**config.mk**
```make
export PLATFORM = sky130hd
export DESIGN_NAME = svw_xfer
export DESIGN_NICKNAME = d
export VERILOG_FILES = /design/src/hdl/svw_pkg.sv /design/src/hdl/svw_align.sv /design/src/hdl/svw_xfer.sv
export SDC_FILE = /design/constraint.sdc
export NUM_CORES = 1
export LEC_CHECK = 0
export ABC_AREA = 1
export BUFFER_PORTS_ARGS = -buffer_cell sky130_fd_sc_hd__buf_2
export CORE_UTILIZATION = 26
export DETAILED_ROUTE_END_ITERATION = 10
export PLACE_DENSITY = 0.39
export SLEW_MARGIN = 25
export SYNTH_ARGS = -nofsm -noshare
export SYNTH_HDL_FRONTEND = slang
export SYNTH_HIERARCHICAL = 1
export SYNTH_SLANG_ARGS = --single-unit
```
**constraint.sdc**
```tcl
create_clock -name clk -period 5.5 [get_ports clk]
set_input_delay 0 -clock clk [delete_from_list [all_inputs] [get_ports clk]]
set_output_delay 0 -clock clk [all_outputs]
set_load 0.02 [all_outputs]
```
**src/hdl/svw_pkg.sv**
```systemverilog
// Constants and state type for the variable-width serial transfer counter block.
// Assumes a single 25 MHz system clock; every slower rate comes from an enable.
package svw_pkg;

  ////////////////////////////////////////////////////////////////////////////
  // Register port
  localparam int ADDR_W = 4;
  localparam int DATA_W = 16;
  localparam logic [3:0] REG_CTRL = 4'h0;
  localparam logic [3:0] REG_WIDTH = 4'h1;
  localparam logic [3:0] REG_COUNT = 4'h2;
  localparam logic [3:0] REG_TXDATA = 4'h3;
  localparam logic [3:0] REG_RXDATA = 4'h4;
  localparam logic [3:0] REG_STATUS = 4'h5;
  localparam logic [3:0] REG_INT_STAT = 4'h6;
  localparam logic [3:0] REG_INT_MASK = 4'h7;

  ////////////////////////////////////////////////////////////////////////////
  // Field positions
  localparam int CTRL_W = 6;
  localparam int CTRL_EN = 0;
  localparam int CTRL_MASTER = 1;
  localparam int CTRL_MODE = 2; // count_mode_selector, 1 = variable size
  localparam int CTRL_LEAST_SIGNIFICANT_FIRST = 3; // least_significant_first
  localparam int CTRL_TXEN = 4;
  localparam int CTRL_RXEN = 5;
  localparam int STAT_BUSY = 0;
  localparam int STAT_TXF = 1;
  localparam int STAT_RXF = 2;
  localparam int INT_W = 3;
  localparam int INT_CZ = 0; // counter_zero_flag
  localparam int INT_RXD = 1;
  localparam int INT_OVF = 2;

  ////////////////////////////////////////////////////////////////////////////
  // Widths and reset values
  localparam int WIDTH_W = 3;
  localparam int BYTE_W = 8;
  localparam int BITS_W = 4;
  localparam int CNT_W = 16;
  localparam int DIV_W = 8;
  localparam logic [BITS_W-1:0] BYTE_BITS = 4'h8;
  localparam logic [CTRL_W-1:0] CTRL_RST = 6'h00;
  localparam logic [INT_W-1:0] MASK_RST = 3'h0;

  ////////////////////////////////////////////////////////////////////////////
  // Timing
  localparam int CLK_NS = 40;
  localparam int SCLK_PERIOD_NS = 320;
  localparam int SCLK_HALF_RAW = SCLK_PERIOD_NS / (2 * CLK_NS);
  localparam int SCLK_HALF_CYCLES = (SCLK_HALF_RAW < 1) ? 1 : SCLK_HALF_RAW;

  ////////////////////////////////////////////////////////////////////////////
  // State
  typedef enum logic [1:0] {
    ST_IDLE = 2'b01,
    ST_SHIFT = 2'b10
  } svw_state_t;

  typedef struct packed {
    svw_state_t state;
    logic [CTRL_W-1:0] ctrl;
    logic [WIDTH_W-1:0] width;
    logic [CNT_W-1:0] count;
    logic [BYTE_W-1:0] tx_buf;
    logic tx_full;
    logic [BYTE_W-1:0] rx_buf;
    logic rx_full;
    logic [BYTE_W-1:0] tx_sh;
    logic [BYTE_W-1:0] rx_sh;
    logic [BITS_W-1:0] bit_cnt;
    logic [BITS_W-1:0] len;
    logic [DIV_W-1:0] div_cnt;
    logic sclk;
    logic ss_n_out;
    logic sclk_s1;
    logic sclk_s2;
    logic sclk_s3;
    logic sdi_s1;
    logic sdi_s2;
    logic ss_n_s1;
    logic ss_n_s2;
    logic [INT_W-1:0] int_st;
    logic [INT_W-1:0] int_mask;
    logic [DATA_W-1:0] rdata;
  } svw_regs_t;

endpackage

```
**src/hdl/svw_align.sv**
```systemverilog
// Places a short received word into a byte with zero fill in the unused bits.
// Assumes len is 1 to 8 and that unreceived shift bits are already zero.
`timescale 1ns/1ns
module svw_align (
  // Shift register content and word length
  input wire logic [7:0] sh,
  input wire logic [3:0] len,
  input wire logic least_significant_first,
  // Aligned byte
  output logic [7:0] aligned
);

  ////////////////////////////////////////////////////////////////////////////
  // Shift the received bits to the kept end; shifting brings in zeros
  logic [3:0] pad;
  assign pad = svw_pkg::BYTE_BITS - len;
  assign aligned = least_significant_first ? (sh >> pad) : (sh << pad); // RL4 RL5

endmodule // svw_align

```
**src/hdl/svw_xfer.sv**
```systemverilog
// Serial transfer engine with transfer counter, variable word width and registers.
// Assumes pins come from outside the clock domain and a master changing strobes
// right after the rising clock edge.
//
// Functional notes
// RL1 - Mode bit set: width is bits per transfer, count is number of transfers.
// RL2 - Variable mode with width zero makes each transfer a full byte.
// RL3 - Nonzero width: send only that many bits of each byte, drop the rest.
// RL4 - Short received words are zero filled before entering the receive buffer.
// RL5 - Bit order bit picks which end is dropped on send and padded on receive.
// RL6 - Variable mode: zero count halts only receive-only operation.
// RL7 - Variable mode counter wraps below zero instead of saturating.
// RL8 - Receive-only master in variable mode stops clocking at count zero.
// RL9 - Counter reaching zero sets the counter zero flag in both modes.
// RL10 - Counter still decrements per transfer in variable mode and slave mode.
// RL11 - A control bit selects total-bit-count or variable-size counting.
// RL12 - Variable mode counter drops by exactly one per finished transfer.
//
// Our own choices: the register offsets and the plain strobed port.
`timescale 1ns/1ns
module svw_xfer #(
  parameter int SCLK_HALF = svw_pkg::SCLK_HALF_CYCLES
) (
  // Clock and reset
  input wire logic clk,
  input wire logic sys_rst,
  // Register port
  input wire logic [svw_pkg::ADDR_W-1:0] addr,
  input wire logic [svw_pkg::DATA_W-1:0] wdata,
  input wire logic wr,
  input wire logic rd,
  output logic [svw_pkg::DATA_W-1:0] rdata,
  // Interrupt
  output logic irq,
  // Serial clock pin
  input wire logic sclk_i,
  output logic sclk_o,
  output logic sclk_oe,
  // Select pin, active low
  input wire logic ss_n_i,
  output logic ss_n_o,
  output logic ss_n_oe,
  // Data pins
  input wire logic sdi_i,
  output logic sdo_o,
  output logic sdo_oe
);

  initial begin
    if (SCLK_HALF < 1 || SCLK_HALF > 255) begin
      $error("SCLK_HALF out of range");
    end
  end

  svw_pkg::svw_regs_t r;
  svw_pkg::svw_regs_t n;
  logic en, master, vmode, least_significant_first, tx_en, rx_en, rx_only;
  logic s_rise, s_fall, tick, start, done, cnt_ok;
  logic [3:0] len_calc;
  logic [7:0] rx_shifted, align_in, aligned;
  logic [15:0] cnt_dec;

  ////////////////////////////////////////////////////////////////////////////
  // Control decode
  assign en = r.ctrl[svw_pkg::CTRL_EN];
  assign master = r.ctrl[svw_pkg::CTRL_MASTER];
  assign vmode = r.ctrl[svw_pkg::CTRL_MODE]; // RL11
  assign least_significant_first = r.ctrl[svw_pkg::CTRL_LEAST_SIGNIFICANT_FIRST];
  assign tx_en = r.ctrl[svw_pkg::CTRL_TXEN];
  assign rx_en = r.ctrl[svw_pkg::CTRL_RXEN];
  assign rx_only = rx_en & ~tx_en;

  // Edges of the synchronised serial clock; stage one is never looked at
  assign s_rise = r.sclk_s2 & ~r.sclk_s3;
  assign s_fall = ~r.sclk_s2 & r.sclk_s3;
  assign tick = (r.div_cnt == svw_pkg::DIV_W'(SCLK_HALF - 1));

  // Word length: width in variable mode, else up to a byte of the bit total
  always_comb begin
    if (vmode) begin
      len_calc = (r.width == '0) ? svw_pkg::BYTE_BITS : {1'b0, r.width}; // RL1 RL2
    end else if (r.count < svw_pkg::CNT_W'(svw_pkg::BYTE_BITS)) begin
      len_calc = r.count[3:0];
    end else begin
      len_calc = svw_pkg::BYTE_BITS;
    end
  end

  // Zero count only blocks receive-only in variable mode; total mode always
  assign cnt_ok = vmode ? (~rx_only | (r.count != '0)) : (r.count != '0); // RL6 RL8

  // Received byte including the bit sampled this cycle
  assign rx_shifted = least_significant_first ? {r.sdi_s2, r.rx_sh[7:1]} : {r.rx_sh[6:0], r.sdi_s2};
  assign align_in = master ? r.rx_sh : rx_shifted;

  svw_align u_align (
    .sh(align_in),
    .len(r.len),
    .least_significant_first(least_significant_first),
    .aligned(aligned)
  );

  // Variable mode wraps by one; total mode takes the bits just moved
  assign cnt_dec = vmode ? (r.count - 16'h0001) : // RL7 RL12
                   ((r.count == '0) ? r.count : (r.count - svw_pkg::CNT_W'(r.len)));

  ////////////////////////////////////////////////////////////////////////////
  // Next state
  always_comb begin
    n = r;
    start = 1'b0;
    done = 1'b0;
    n.rdata = '0;
    // Two flops on every pin before use
    n.sclk_s1 = sclk_i;
    n.sclk_s2 = r.sclk_s1;
    n.sclk_s3 = r.sclk_s2;
    n.sdi_s1 = sdi_i;
    n.sdi_s2 = r.sdi_s1;
    n.ss_n_s1 = ss_n_i;
    n.ss_n_s2 = r.ss_n_s1;

    // Software clears first so that hardware sets in the same cycle win
    if (wr && addr == svw_pkg::REG_INT_STAT) begin
      n.int_st = r.int_st & ~wdata[svw_pkg::INT_W-1:0];
    end
    if (rd && addr == svw_pkg::REG_RXDATA) begin
      n.rx_full = 1'b0;
    end

    unique case (r.state)
      svw_pkg::ST_IDLE: begin
        n.bit_cnt = '0;
        n.div_cnt = '0;
        if (en && master) begin
          start = cnt_ok & (tx_en ? r.tx_full : (rx_en & ~r.rx_full)); // RL8
        end else if (en && !r.ss_n_s2) begin
          start = 1'b1;
        end
        if (start) begin
          n.tx_sh = (tx_en && r.tx_full) ? r.tx_buf : '0;
          n.tx_full = r.tx_full & ~tx_en;
          n.rx_sh = '0;
          n.len = len_calc;
          n.ss_n_out = ~master;
          n.sclk = 1'b0;
          n.state = svw_pkg::ST_SHIFT;
        end
      end
      svw_pkg::ST_SHIFT: begin
        if (master) begin
          n.div_cnt = tick ? '0 : r.div_cnt + 8'h01;
          if (tick && !r.sclk) begin
            n.sclk = 1'b1;
            n.rx_sh = rx_shifted;
            n.bit_cnt = r.bit_cnt + 4'h1;
          end else if (tick) begin
            n.sclk = 1'b0;
            if (r.bit_cnt == r.len) begin
              done = 1'b1; // RL3
            end else begin
              n.tx_sh = least_significant_first ? {1'b0, r.tx_sh[7:1]} : {r.tx_sh[6:0], 1'b0}; // RL3 RL5
            end
          end
        end else if (r.ss_n_s2) begin
          // Select released mid word: drop the partial word
          n.state = svw_pkg::ST_IDLE;
        end else if (s_rise) begin
          n.rx_sh = rx_shifted;
          n.bit_cnt = r.bit_cnt + 4'h1;
          done = (r.bit_cnt + 4'h1 == r.len); // RL3
        end else if (s_fall && r.bit_cnt != '0) begin
          n.tx_sh = least_significant_first ? {1'b0, r.tx_sh[7:1]} : {r.tx_sh[6:0], 1'b0}; // RL3 RL5
        end
      end
    endcase

    // End of a word: store, count down, raise flags
    if (done) begin
      n.state = svw_pkg::ST_IDLE;
      n.ss_n_out = 1'b1;
      n.count = cnt_dec; // RL10 RL12
      if (cnt_dec == '0 && r.count != '0) begin
        n.int_st[svw_pkg::INT_CZ] = 1'b1; // RL9
      end
      if (rx_en && r.rx_full && !(rd && addr == svw_pkg::REG_RXDATA)) begin
        n.int_st[svw_pkg::INT_OVF] = 1'b1;
      end else if (rx_en) begin
        n.rx_buf = aligned; // RL4
        n.rx_full = 1'b1;
        n.int_st[svw_pkg::INT_RXD] = 1'b1;
      end
    end

    // Disabling stops everything at once
    if (!en) begin
      n.state = svw_pkg::ST_IDLE;
      n.sclk = 1'b0;
      n.ss_n_out = 1'b1;
    end

    // Software writes; a new byte or count taken now overrides the engine
    if (wr) begin
      unique case (addr)
        svw_pkg::REG_CTRL: n.ctrl = wdata[svw_pkg::CTRL_W-1:0];
        svw_pkg::REG_WIDTH: n.width = wdata[svw_pkg::WIDTH_W-1:0];
        svw_pkg::REG_COUNT: n.count = wdata;
        svw_pkg::REG_TXDATA: begin
          n.tx_buf = wdata[svw_pkg::BYTE_W-1:0];
          n.tx_full = 1'b1;
        end
        svw_pkg::REG_INT_MASK: n.int_mask = wdata[svw_pkg::INT_W-1:0];
        default: begin
        end
      endcase
    end

    // Read data stands for the single cycle after the strobe
    if (rd) begin
      unique case (addr)
        svw_pkg::REG_CTRL: n.rdata = {10'h000, r.ctrl};
        svw_pkg::REG_WIDTH: n.rdata = {13'h0000, r.width};
        svw_pkg::REG_COUNT: n.rdata = r.count;
        svw_pkg::REG_RXDATA: n.rdata = {8'h00, r.rx_buf};
        svw_pkg::REG_STATUS: n.rdata = {13'h0000, r.rx_full, r.tx_full,
                                        r.state == svw_pkg::ST_SHIFT};
        svw_pkg::REG_INT_STAT: n.rdata = {13'h0000, r.int_st};
        svw_pkg::REG_INT_MASK: n.rdata = {13'h0000, r.int_mask};
        default: n.rdata = '0;
      endcase
    end
  end

  ////////////////////////////////////////////////////////////////////////////
  // State register
  always_ff @(posedge clk or posedge sys_rst) begin
    if (sys_rst) begin
      r <= '0;
      r.state <= svw_pkg::ST_IDLE;
      r.ctrl <= svw_pkg::CTRL_RST;
      r.int_mask <= svw_pkg::MASK_RST;
      r.ss_n_out <= 1'b1;
      r.ss_n_s1 <= 1'b1;
      r.ss_n_s2 <= 1'b1;
    end else begin
      r <= n;
    end
  end

  ////////////////////////////////////////////////////////////////////////////
  // Outputs; pin enables follow the role, slave data only while selected
  assign rdata = r.rdata;
  assign irq = |(r.int_st & r.int_mask);
  assign sclk_o = r.sclk;
  assign sclk_oe = en & master;
  assign ss_n_o = r.ss_n_out;
  assign ss_n_oe = en & master;
  assign sdo_o = least_significant_first ? r.tx_sh[0] : r.tx_sh[7];
  assign sdo_oe = en & (master | ~r.ss_n_s2);

  ////////////////////////////////////////////////////////////////////////////
  // Checks
  property p_len_width;
    @(posedge clk) disable iff (sys_rst)
      start && vmode && r.width != '0 |=> r.len == {1'b0, $past(r.width)};
  endproperty
  a_len_width: assert property (p_len_width) else $error("word length not width"); // RL1

  property p_len_byte;
    @(posedge clk) disable iff (sys_rst)
      start && vmode && r.width == '0 |=> r.len == svw_pkg::BYTE_BITS;
  endproperty
  a_len_byte: assert property (p_len_byte) else $error("zero width not a byte"); // RL2

  property p_bits_sent;
    @(posedge clk) disable iff (sys_rst)
      done && master |-> r.bit_cnt == r.len && r.sclk;
  endproperty
  a_bits_sent: assert property (p_bits_sent) else $error("wrong bit count"); // RL3

  property p_pad_zero;
    @(posedge clk) disable iff (sys_rst)
      done && rx_en && !r.rx_full |=>
        (least_significant_first ? (r.rx_buf >> $past(r.len)) : (r.rx_buf << $past(r.len))) == 8'h00;
  endproperty
  a_pad_zero: assert property (p_pad_zero) else $error("padding not zero"); // RL4 RL5

  property p_rxonly_halt;
    @(posedge clk) disable iff (sys_rst)
      r.state == svw_pkg::ST_IDLE && en && master && vmode && rx_only && r.count == '0
      |-> !start ##1 !r.sclk;
  endproperty
  a_rxonly_halt: assert property (p_rxonly_halt) else $error("clock at zero count"); // RL8

  property p_tx_runs;
    @(posedge clk) disable iff (sys_rst)
      r.state == svw_pkg::ST_IDLE && en && master && vmode && tx_en && r.tx_full
      |-> start;
  endproperty
  a_tx_runs: assert property (p_tx_runs) else $error("zero count blocked send"); // RL6

  property p_dec_one;
    @(posedge clk) disable iff (sys_rst)
      done && vmode && !wr |=> r.count == $past(r.count) - 16'h0001;
  endproperty
  a_dec_one: assert property (p_dec_one) else $error("count not down by one"); // RL7 RL12

  property p_cz_flag;
    @(posedge clk) disable iff (sys_rst)
      done && r.count == 16'h0001 && vmode |=> r.int_st[svw_pkg::INT_CZ] ##1 irq ||
        !r.int_mask[svw_pkg::INT_CZ] || r.int_st[svw_pkg::INT_CZ] == 1'b0;
  endproperty
  a_cz_flag: assert property (p_cz_flag) else $error("zero flag missing"); // RL9

  property p_slave_count;
    @(posedge clk) disable iff (sys_rst)
      done && !master && vmode && !wr |=> r.count != $past(r.count);
  endproperty
  a_slave_count: assert property (p_slave_count) else $error("slave no count"); // RL10

  property p_total_halt;
    @(posedge clk) disable iff (sys_rst)
      r.state == svw_pkg::ST_IDLE && master && !vmode && r.count == '0 |-> !start;
  endproperty
  a_total_halt: assert property (p_total_halt) else $error("total mode ran at zero"); // RL11

endmodule // svw_xfer

```
==> impl_metrics.sql, run 1 <==
INSERT INTO impl_metrics (metric_group, metric, value, unit) VALUES
('status', 'run_status', 'finished clean', ''),
('logic_synthesis', 'total_nets_after_synthesis', '1046', ''),
('route', 'ant_nets', '0', ''),
('worst_hold_path', 'cell_count_of_the_worst_hold_path', '3', ''),
('route', 'detail_route.vias_per_cell', '4.709', ''),
('global_route', 'first_pass_grt_wire_length', '36.56', 'mm'),
('cts', 'numCtsBuffers', '9', ''),
('critical_path', 'critical_path_arrival', '3.13', 'ns'),
('floorplanning', 'fp-row-count', '60', ''),
('logic_synthesis', 'async_flop_share', '100.0', '%'),
('timing', 'hold_viol_final', '0', ''),
('cts', 'cts.path.max_buffers', '2', ''),
('placed_design', 'gpl.final_weighted_congestion', '0.8402', ''),
('run', 'maxCapViolCount', '0', ''),
('timing', 'setup_ws', '2.655', 'ns'),
('logic_synthesis', 'postSynth.topFlopCell', 'sky130_fd_sc_hd__dfrtp_1', ''),
('logic_synthesis', 'flip_flop_and_latch_count_after_synthesis', '108', ''),
('final_layout', 'mostFrequentLayoutCell', 'sky130_fd_sc_hd__nand2_1', ''),
('logic_synthesis', 'post_synthesis_compound_gate_area_fraction', '13.19', '%'),
('logic_synthesis', 'fraction_of_the_mapped_netlist_area_in_adder_cells', '1.849', '%'),
('critical_path', 'timing.setup.critical_path_class', 'register to register', ''),
('placed_design', 'port_buffers', '49', ''),
('logic_synthesis', 'synth_top_area_cell', 'sky130_fd_sc_hd__dfrtp_1', ''),
('worst_hold_path', 'hold_path_class', 'input port to register', ''),
('pwr', 'power_leakage', '3.985', 'nW'),
('logic_synthesis', 'synthMuxAreaShare', '0.5583', '%'),
('floorplanning', 'coreArea', '27030', 'µm²'),
('final_layout', 'syn2layout_area_growth', '12.19', '%'),
('critical_path', 'timing.critical_path.fanout_max', '19', ''),
('cts', 'cts_tree', 'built', ''),
('global_route', 'global_route.overflow_total', '0', ''),
('route', 'drt-pass1-iter-count', '5', ''),
('timing', 'achievable-frequency', '351.5', 'MHz'),
('timing', 'setup_viol', '0', ''),
('timing', 'timing_worst_slew_pin_value', '0.7686', 'ns'),
('route', 'drt_iter0_drcs', '530', ''),
('timing', 'slew_violations', '0', ''),
('route', 'vias', '6555', ''),
('global_route', 'maximum_number_of_pins_on_one_net_before_global_route_repair', '57', ''),
('floorplanning', 'floorplan.initialDensity', '26.54', '%'),
('timing', 'worst_slew_margin_relative_to_its_limit', '48.37', '%'),
('cts', 'clock_sink_count', '108', ''),
('pwr', 'peakVddDrop', '0.1893', 'mV'),
('logic_synthesis', 'library_cells_used_by_synthesis', '54', ''),
('floorplanning', 'io-pin-count', '50', ''),
('route', 'route.detailed.drc', '0', ''),
('route', 'routed_wirelength', '22.29', 'mm'),
('critical_path', 'worstSetupStartpointType', 'register', ''),
('final_layout', 'most-common-layout-cells', '327 x sky130_fd_sc_hd__nand2_1, 104 x sky130_fd_sc_hd__inv_1, 104 x sky130_fd_sc_hd__dfrtp_1, 90 x sky130_fd_sc_hd__nor2_1, 71 x sky130_fd_sc_hd__nand3_1', ''),
('placed_design', 'post-dp-hpwl', '16.66', 'mm'),
('final_layout', 'non_filler_cells_final', '1392', ''),
('logic_synthesis', 'synth-warning-count', '6', ''),
('logic_synthesis', 'synth.yosys.seq_area_share', '37.75', '%'),
('logic_synthesis', 'postSynthCellCount', '1009', ''),
('logic_synthesis', 'syn-cell-area', '7172', 'µm²'),
('global_route', 'grt_usage', '16.59', '%'),
('logic_synthesis', 'post_synth_edffs', '0', ''),
('placed_design', 'place_ws', '2.644', 'ns'),
('logic_synthesis', 'combinational_family_with_the_most_area_after_synthesis', 'simple AND/OR/NAND/NOR gates', ''),
('logic_synthesis', 'synth_xor_area_share', '1.710', '%'),
('global_route', 'antenna_violations_before_repair', '0', ''),
('timing', 'finalCriticalPeriod', '2.845', 'ns'),
('timing', 'finClkSkew', '0.01017', 'ns'),
('cts', 'post_cts_resized', '0', ''),
('timing', 'fin_tns_setup', '0', 'ns'),
('global_route', 'first_global_vias', '6288', ''),
('final_layout', 'number_of_nets_in_the_layout', '1083', ''),
('cts', 'clockRootBuffer', 'sky130_fd_sc_hd__clkbuf_16', ''),
('cts', 'clock_tree.htree_level_count', '3', ''),
('pwr', 'power.density', '390.5', 'nW/µm²'),
('cts', 'clock_transition_time_at_the_flip_flop_clock_pins_of_the_worst_setup_and_hold_paths', '0.08', 'ns');
-- report_power, final --
group	switching [mW]	total [mW]	internal [mW]
combinational	0.920	1.34	0.418
clock	0.331	0.744	0.413
sequential	0.164	1.06	0.895
-- sequential cells by signal, indices dropped and copies added, names as in the netlist --
name	count
en	1
least_significant_first	1
sclk_o	1
rdata	16
n	4
r	83
ss_n_o	1
master	1
-- logic make-up after synthesis --
group / Yosys count
simple gates: 558
compound gates: 159
buf+inv: 156
flops: 108
xor+xnor: 14
fa+ha+maj: 10
mux: 4
-- cell usage after synthesis (all sizes together), types with 2 or more instances --
library cell,count
xnor2,3
dfrtp,104
xor2,11
nand2,354
o221ai,3
a22oi,10
or2,2
dfstp,4
nor3b,3
nor2,103
ha,9
nor3,13
nand3b,2
nand3,78
a21oi,35
o211ai,4
o31ai,11
inv,113
o21ai,79
a31oi,4
clkbuf,9
mux2i,4
a211oi,3
buf,33
nand4,2
o22ai,5
-- timing repair --
item / in CTS / in global routing
hold endpoints to repair: 70 / 0
hold buffers: 15 / 0
setup endpoints to repair: 0 / 0
-- final timing paths --
| check | slack (ns) | endpoint | from |
|---|---|---|---|
| max | 2.66 | r[65] | least_significant_first |
| min reg2reg | 0.36 | r[24] | n[24] |
| max reg2reg | 2.66 | r[65] | least_significant_first |
| max in group asynchronous | 3.96 | r[54] | sys_rst |
| min | 0.01 | r[78] | wdata[5] |
| min in group asynchronous | 0.32 | r[78] | sys_rst |
-- critical path, cell delays in order, from the launching register on --
cell and delay, ns:
sky130_fd_sc_hd__dfrtp_1 0.84, sky130_fd_sc_hd__inv_1 0.37, sky130_fd_sc_hd__nand2_1 0.12, sky130_fd_sc_hd__o21ai_0 0.10, sky130_fd_sc_hd__o21ai_0 0.52, sky130_fd_sc_hd__nand2_1 0.20, sky130_fd_sc_hd__nand2_1 0.12, sky130_fd_sc_hd__nand2_1 0.06
sky130_fd_sc_hd__nand3_1 0.10, sky130_fd_sc_hd__nand2_1 0.06, sky130_fd_sc_hd__nor2_1 0.10, sky130_fd_sc_hd__inv_1 0.07, sky130_fd_sc_hd__o21ai_2 0.12
-- per-stage QoR --
step	cell area (µm²)	util (%)	hold slack [ns]	power (mW)
finish	8046	29.77	0.01282	3.142
global route	8046	29.77	0.03041	3.411
CTS	8046	29.77	0.002586	3.168
detailed placement	7571	28.01	0.1104	2.403
global placement	7571	28.01	0.1093	2.428
floorplan	7172	-	0.004478	2.083
-- area by class of cell --
cell class              count  area, µm²
repair buffers             68      425.4
inverters                 114      445.4
multi-input cells         745       3716
well taps                 341      426.7
flip-flops and latches    108       2708
clock buffers              10      239.0
fillers                  3016      18980
clock inverters             6      86.33
-- metal layers --
metal | vias up | track usage (%) | wire length (µm)
li1 | 3309 | - | -
met1 | 3101 | 26.13 | 12220
met2 | 139 | 24.08 | 9075
met3 | 6 | 2.069 | 843
met4 | 0 | 2.806 | 150
met5 | - | 0 | 0
No activity file was read; power rests on OpenSTA's default activity.
==> inputs of run 2 (changes only) <==
PLACE_DENSITY = 0.4   (was 0.39)
clock period = 2.5 ns   (was 5.5 ns; I/O delays follow)
==> run 2 against run 1 <==
Compared with the run above:
- total power up 120%
- combinational power is 140% higher
- critical path depth decreased by 1
- fmax grew 26%
- final area increased by 2.8%
- sequential share of layout area down 0.90 points
- sequential cell count unchanged
==> impl_metrics.sql, run 2 (synthesis results as in run 1) <==
INSERT INTO impl_metrics (metric_group, metric, value, unit) VALUES
('pwr', 'power_switching_share', '44.08', '%'),
('global_route', 'first_pass_grt_wire_length', '35.75', 'mm'),
('status', 'run_status', 'finished clean', ''),
('timing', 'worst_slew_margin_relative_to_its_limit', '54.65', '%'),
('cts', 'clock_tree.htree_level_count', '3', ''),
('timing', 'timing_worst_slew_pin_value', '0.6777', 'ns'),
('timing', 'setup_ws', '0.2404', 'ns'),
('pwr', 'clock_power_share', '22.7', '%'),
('cts', 'clock_sink_count', '108', ''),
('pwr', 'peakVddDrop', '0.3636', 'mV'),
('critical_path', 'crit_family', 'adder cells', ''),
('final_layout', 'most-common-layout-cells', '327 x sky130_fd_sc_hd__nand2_1, 104 x sky130_fd_sc_hd__inv_1, 103 x sky130_fd_sc_hd__dfrtp_1, 89 x sky130_fd_sc_hd__nor2_1, 71 x sky130_fd_sc_hd__nand3_1', ''),
('cts', 'cts_tree', 'built', ''),
('route', 'route.detailed.drc', '0', ''),
('timing', 'grt_setup_unrepaired', 'false', ''),
('critical_path', 'critical_path_arrival', '2.49', 'ns'),
('cts', 'clock_transition_time_at_the_flip_flop_clock_pins_of_the_worst_setup_and_hold_paths', '0.08', 'ns'),
('floorplanning', 'coreArea', '27030', 'µm²'),
('critical_path', 'worstSetupStartpointType', 'register', ''),
('worst_hold_path', 'cell_count_of_the_worst_hold_path', '3', ''),
('pwr', 'cell_internal_pwr', '3.921', 'mW'),
('critical_path', 'worst_ep_required_time', '2.73', 'ns'),
('timing', 'achievable-frequency', '442.6', 'MHz'),
('final_layout', 'layout_cells_sized_above_1', '16.05', '%'),
('pwr', 'combPwrFrac', '45.2', '%'),
('final_layout', 'number_of_flip_flops_under_the_largest_register_name', '83', ''),
('final_layout', 'non_filler_cells_final', '1419', ''),
('critical_path', 'reg2reg_depth', '11', ''),
('cts', 'clkLatencyLatePin', '0.36', 'ns'),
('worst_hold_path', 'hold_end', 'r[87]', ''),
('global_route', 'global_route.overflow_total', '0', ''),
('placed_design', 'post-dp-hpwl', '16.76', 'mm'),
('run', 'maxCapViolCount', '0', ''),
('global_route', 'maximum_number_of_pins_on_one_net_before_global_route_repair', '109', ''),
('floorplanning', 'floorplan.initialDensity', '26.54', '%'),
('timing', 'fin_tns_setup', '0', 'ns'),
('timing', 'finalCriticalPeriod', '2.260', 'ns'),
('critical_path', 'critical-path-top-cell-by-count', 'sky130_fd_sc_hd__o21ai_0', ''),
('cts', 'clockRootBuffer', 'sky130_fd_sc_hd__clkbuf_16', ''),
('floorplanning', 'io-pin-count', '50', ''),
('pwr', 'power.density', '847.8', 'nW/µm²'),
('final_layout', 'fillCellCount', '2994', ''),
('floorplanning', 'die_w', '168.1', 'µm'),
('critical_path', 'timing.critical_path.fanout_max', '6', ''),
('route', 'detail_route.vias_per_cell', '4.591', ''),
('route', 'routed_wirelength', '22.34', 'mm'),
('cts', 'cts.path.max_buffers', '2', ''),
('route', 'wire_per_inst', '15.74', 'µm'),
('timing', 'final.period_utilization', '90.38', '%'),
('final_layout', 'mostFrequentLayoutCell', 'sky130_fd_sc_hd__nand2_1', ''),
('floorplanning', 'die_h', '168.1', 'µm'),
('placed_design', 'dpl-instance-area', '7765', 'µm²'),
('timing', 'slew_violations', '0', ''),
('global_route', 'antenna_violations_before_repair', '0', ''),
('critical_path', 'timing.rr.end', 'r[85]', ''),
('placed_design', 'place_ws', '0.1118', 'ns'),
('pwr', 'power_leakage', '4.106', 'nW'),
('route', 'vias', '6515', ''),
('floorplanning', 'die_area', '28250', 'µm²'),
('final_layout', 'syn2layout_area_growth', '15.32', '%'),
('route', 'drt_iter0_drcs', '355', ''),
('critical_path', 'worstPathBufferInverterCount', '2', ''),
('critical_path', 'list_of_cells_traversed_by_the_critical_path', 'inv_1, ha_2, fa_2, nor2_1, nor2_2, buf_4, xor2_1, nand3_1, nand2_1, o21ai_0, o21ai_0', ''),
('final_layout', 'most_flop_heavy_register', 'r', ''),
('pwr', 'sequentialPowerShare', '32.1', '%'),
('floorplanning', 'fp-row-count', '60', ''),
('critical_path', 'critical_path.reg2reg.startpoint', 'r[81]', ''),
('global_route', 'first_global_vias', '6332', ''),
('critical_path', 'slowest_stage', 'sky130_fd_sc_hd__dfrtp_1', ''),
('final_layout', 'antenna-diode-count', '0', ''),
('placed_design', 'post-place-cells', '1385', ''),
('placed_design', 'gpl.final_weighted_congestion', '0.8472', ''),
('pwr', 'p_sw', '3.091', 'mW'),
('timing', 'finClkSkew', '0.009765', 'ns'),
('critical_path', 'worst_path_largest_cell_delay', '0.39', 'ns'),
('route', 'ant_nets', '0', ''),
('critical_path', 'worst-r2r-setup-slack', '0.24', 'ns'),
('timing', 'hold_viol_final', '0', ''),
('final_layout', 'postLayoutCoreUtil', '30.60', '%'),
('worst_hold_path', 'hold_path_class', 'input port to register', ''),
('final_layout', 'number_of_nets_in_the_layout', '1110', ''),
('critical_path', 'crit_path_end_kind', 'register', ''),
('placed_design', 'port_buffers', '49', ''),
('cts', 'numCtsBuffers', '9', ''),
('timing', 'setup_viol', '0', ''),
('critical_path', 'timing.setup.critical_path_class', 'register to register', ''),
('global_route', 'grt_usage', '16.34', '%'),
('final_layout', 'fin_area', '8270', 'µm²'),
('route', 'drt-pass1-iter-count', '5', ''),
('worst_hold_path', 'hold_path_startpoint', 'wdata[6]', '');
==> run 2: per-stage QoR <==
step	hold WS [ns]	power, mW
finish	0.01014	7.012
CTS	0.002318	7.053
detailed placement	0.1086	5.394
global route	0.03913	7.608
floorplan	0.004478	4.583
global placement	0.1061	5.425
==> run 2: repair_timing <==
item                       in CTS  in global routing
hold endpoints to repair      125                  0
hold buffers                   16                  0
resized for setup               0                  6
setup endpoints to repair       0                  1
setup buffers                   0                  2
==> run 2: tightest hold or removal path: stages <==
cell                      delay (ns)
sky130_fd_sc_hd__buf_2          0.10
sky130_fd_sc_hd__inv_1          0.12
sky130_fd_sc_hd__a22oi_1        0.11
==> run 2: worst max path at each step <==
stage | slack (ns) | start | cells past startpoint | to
floorplan | 0.48 | least_significant_first | 13 | r[65]
global placement | 0.11 | r[81] | 14 | r[19]
detailed placement | 0.11 | r[81] | 14 | r[19]
CTS | 0.10 | r[81] | 14 | r[19]
global route | 0.002 | r[41] | 16 | r[19]
finish | 0.24 | r[81] | 11 | r[85]
==> run 2: power groups by stage <==
stage | clock network, mW | logic (mW) | registers [mW]
detailed placement | 0 | 3.11 | 2.28
global route | 1.72 | 3.60 | 2.29
global placement | 0 | 3.14 | 2.29
finish | 1.59 | 3.17 | 2.25
CTS | 1.66 | 3.15 | 2.25
floorplan | 0 | 2.40 | 2.19
==> run 2: metal layers <==
| metal | global-route usage [%] | part of all wire (%) | vias to the layer above |
|---|---|---|---|
| met1 | 25.07 | 54 | 3026 |
| met2 | 23.93 | 41 | 128 |
| met5 | 0 | 0 | - |
| met3 | 1.928 | 3.6 | 14 |
| met4 | 4.269 | 1.1 | 0 |
| li1 | - | - | 3347 |
==> run 2: area by class of cell <==
cell class              count  area, µm²  area share (%)
flip-flops and latches    108       2709           32.75
clock buffers              10      229.0           2.769
multi-input cells         745       3729           45.08
well taps                 341      426.7           5.159
repair buffers             95      643.1           7.776
clock inverters             6      87.58           1.059
inverters                 114      446.7           5.401
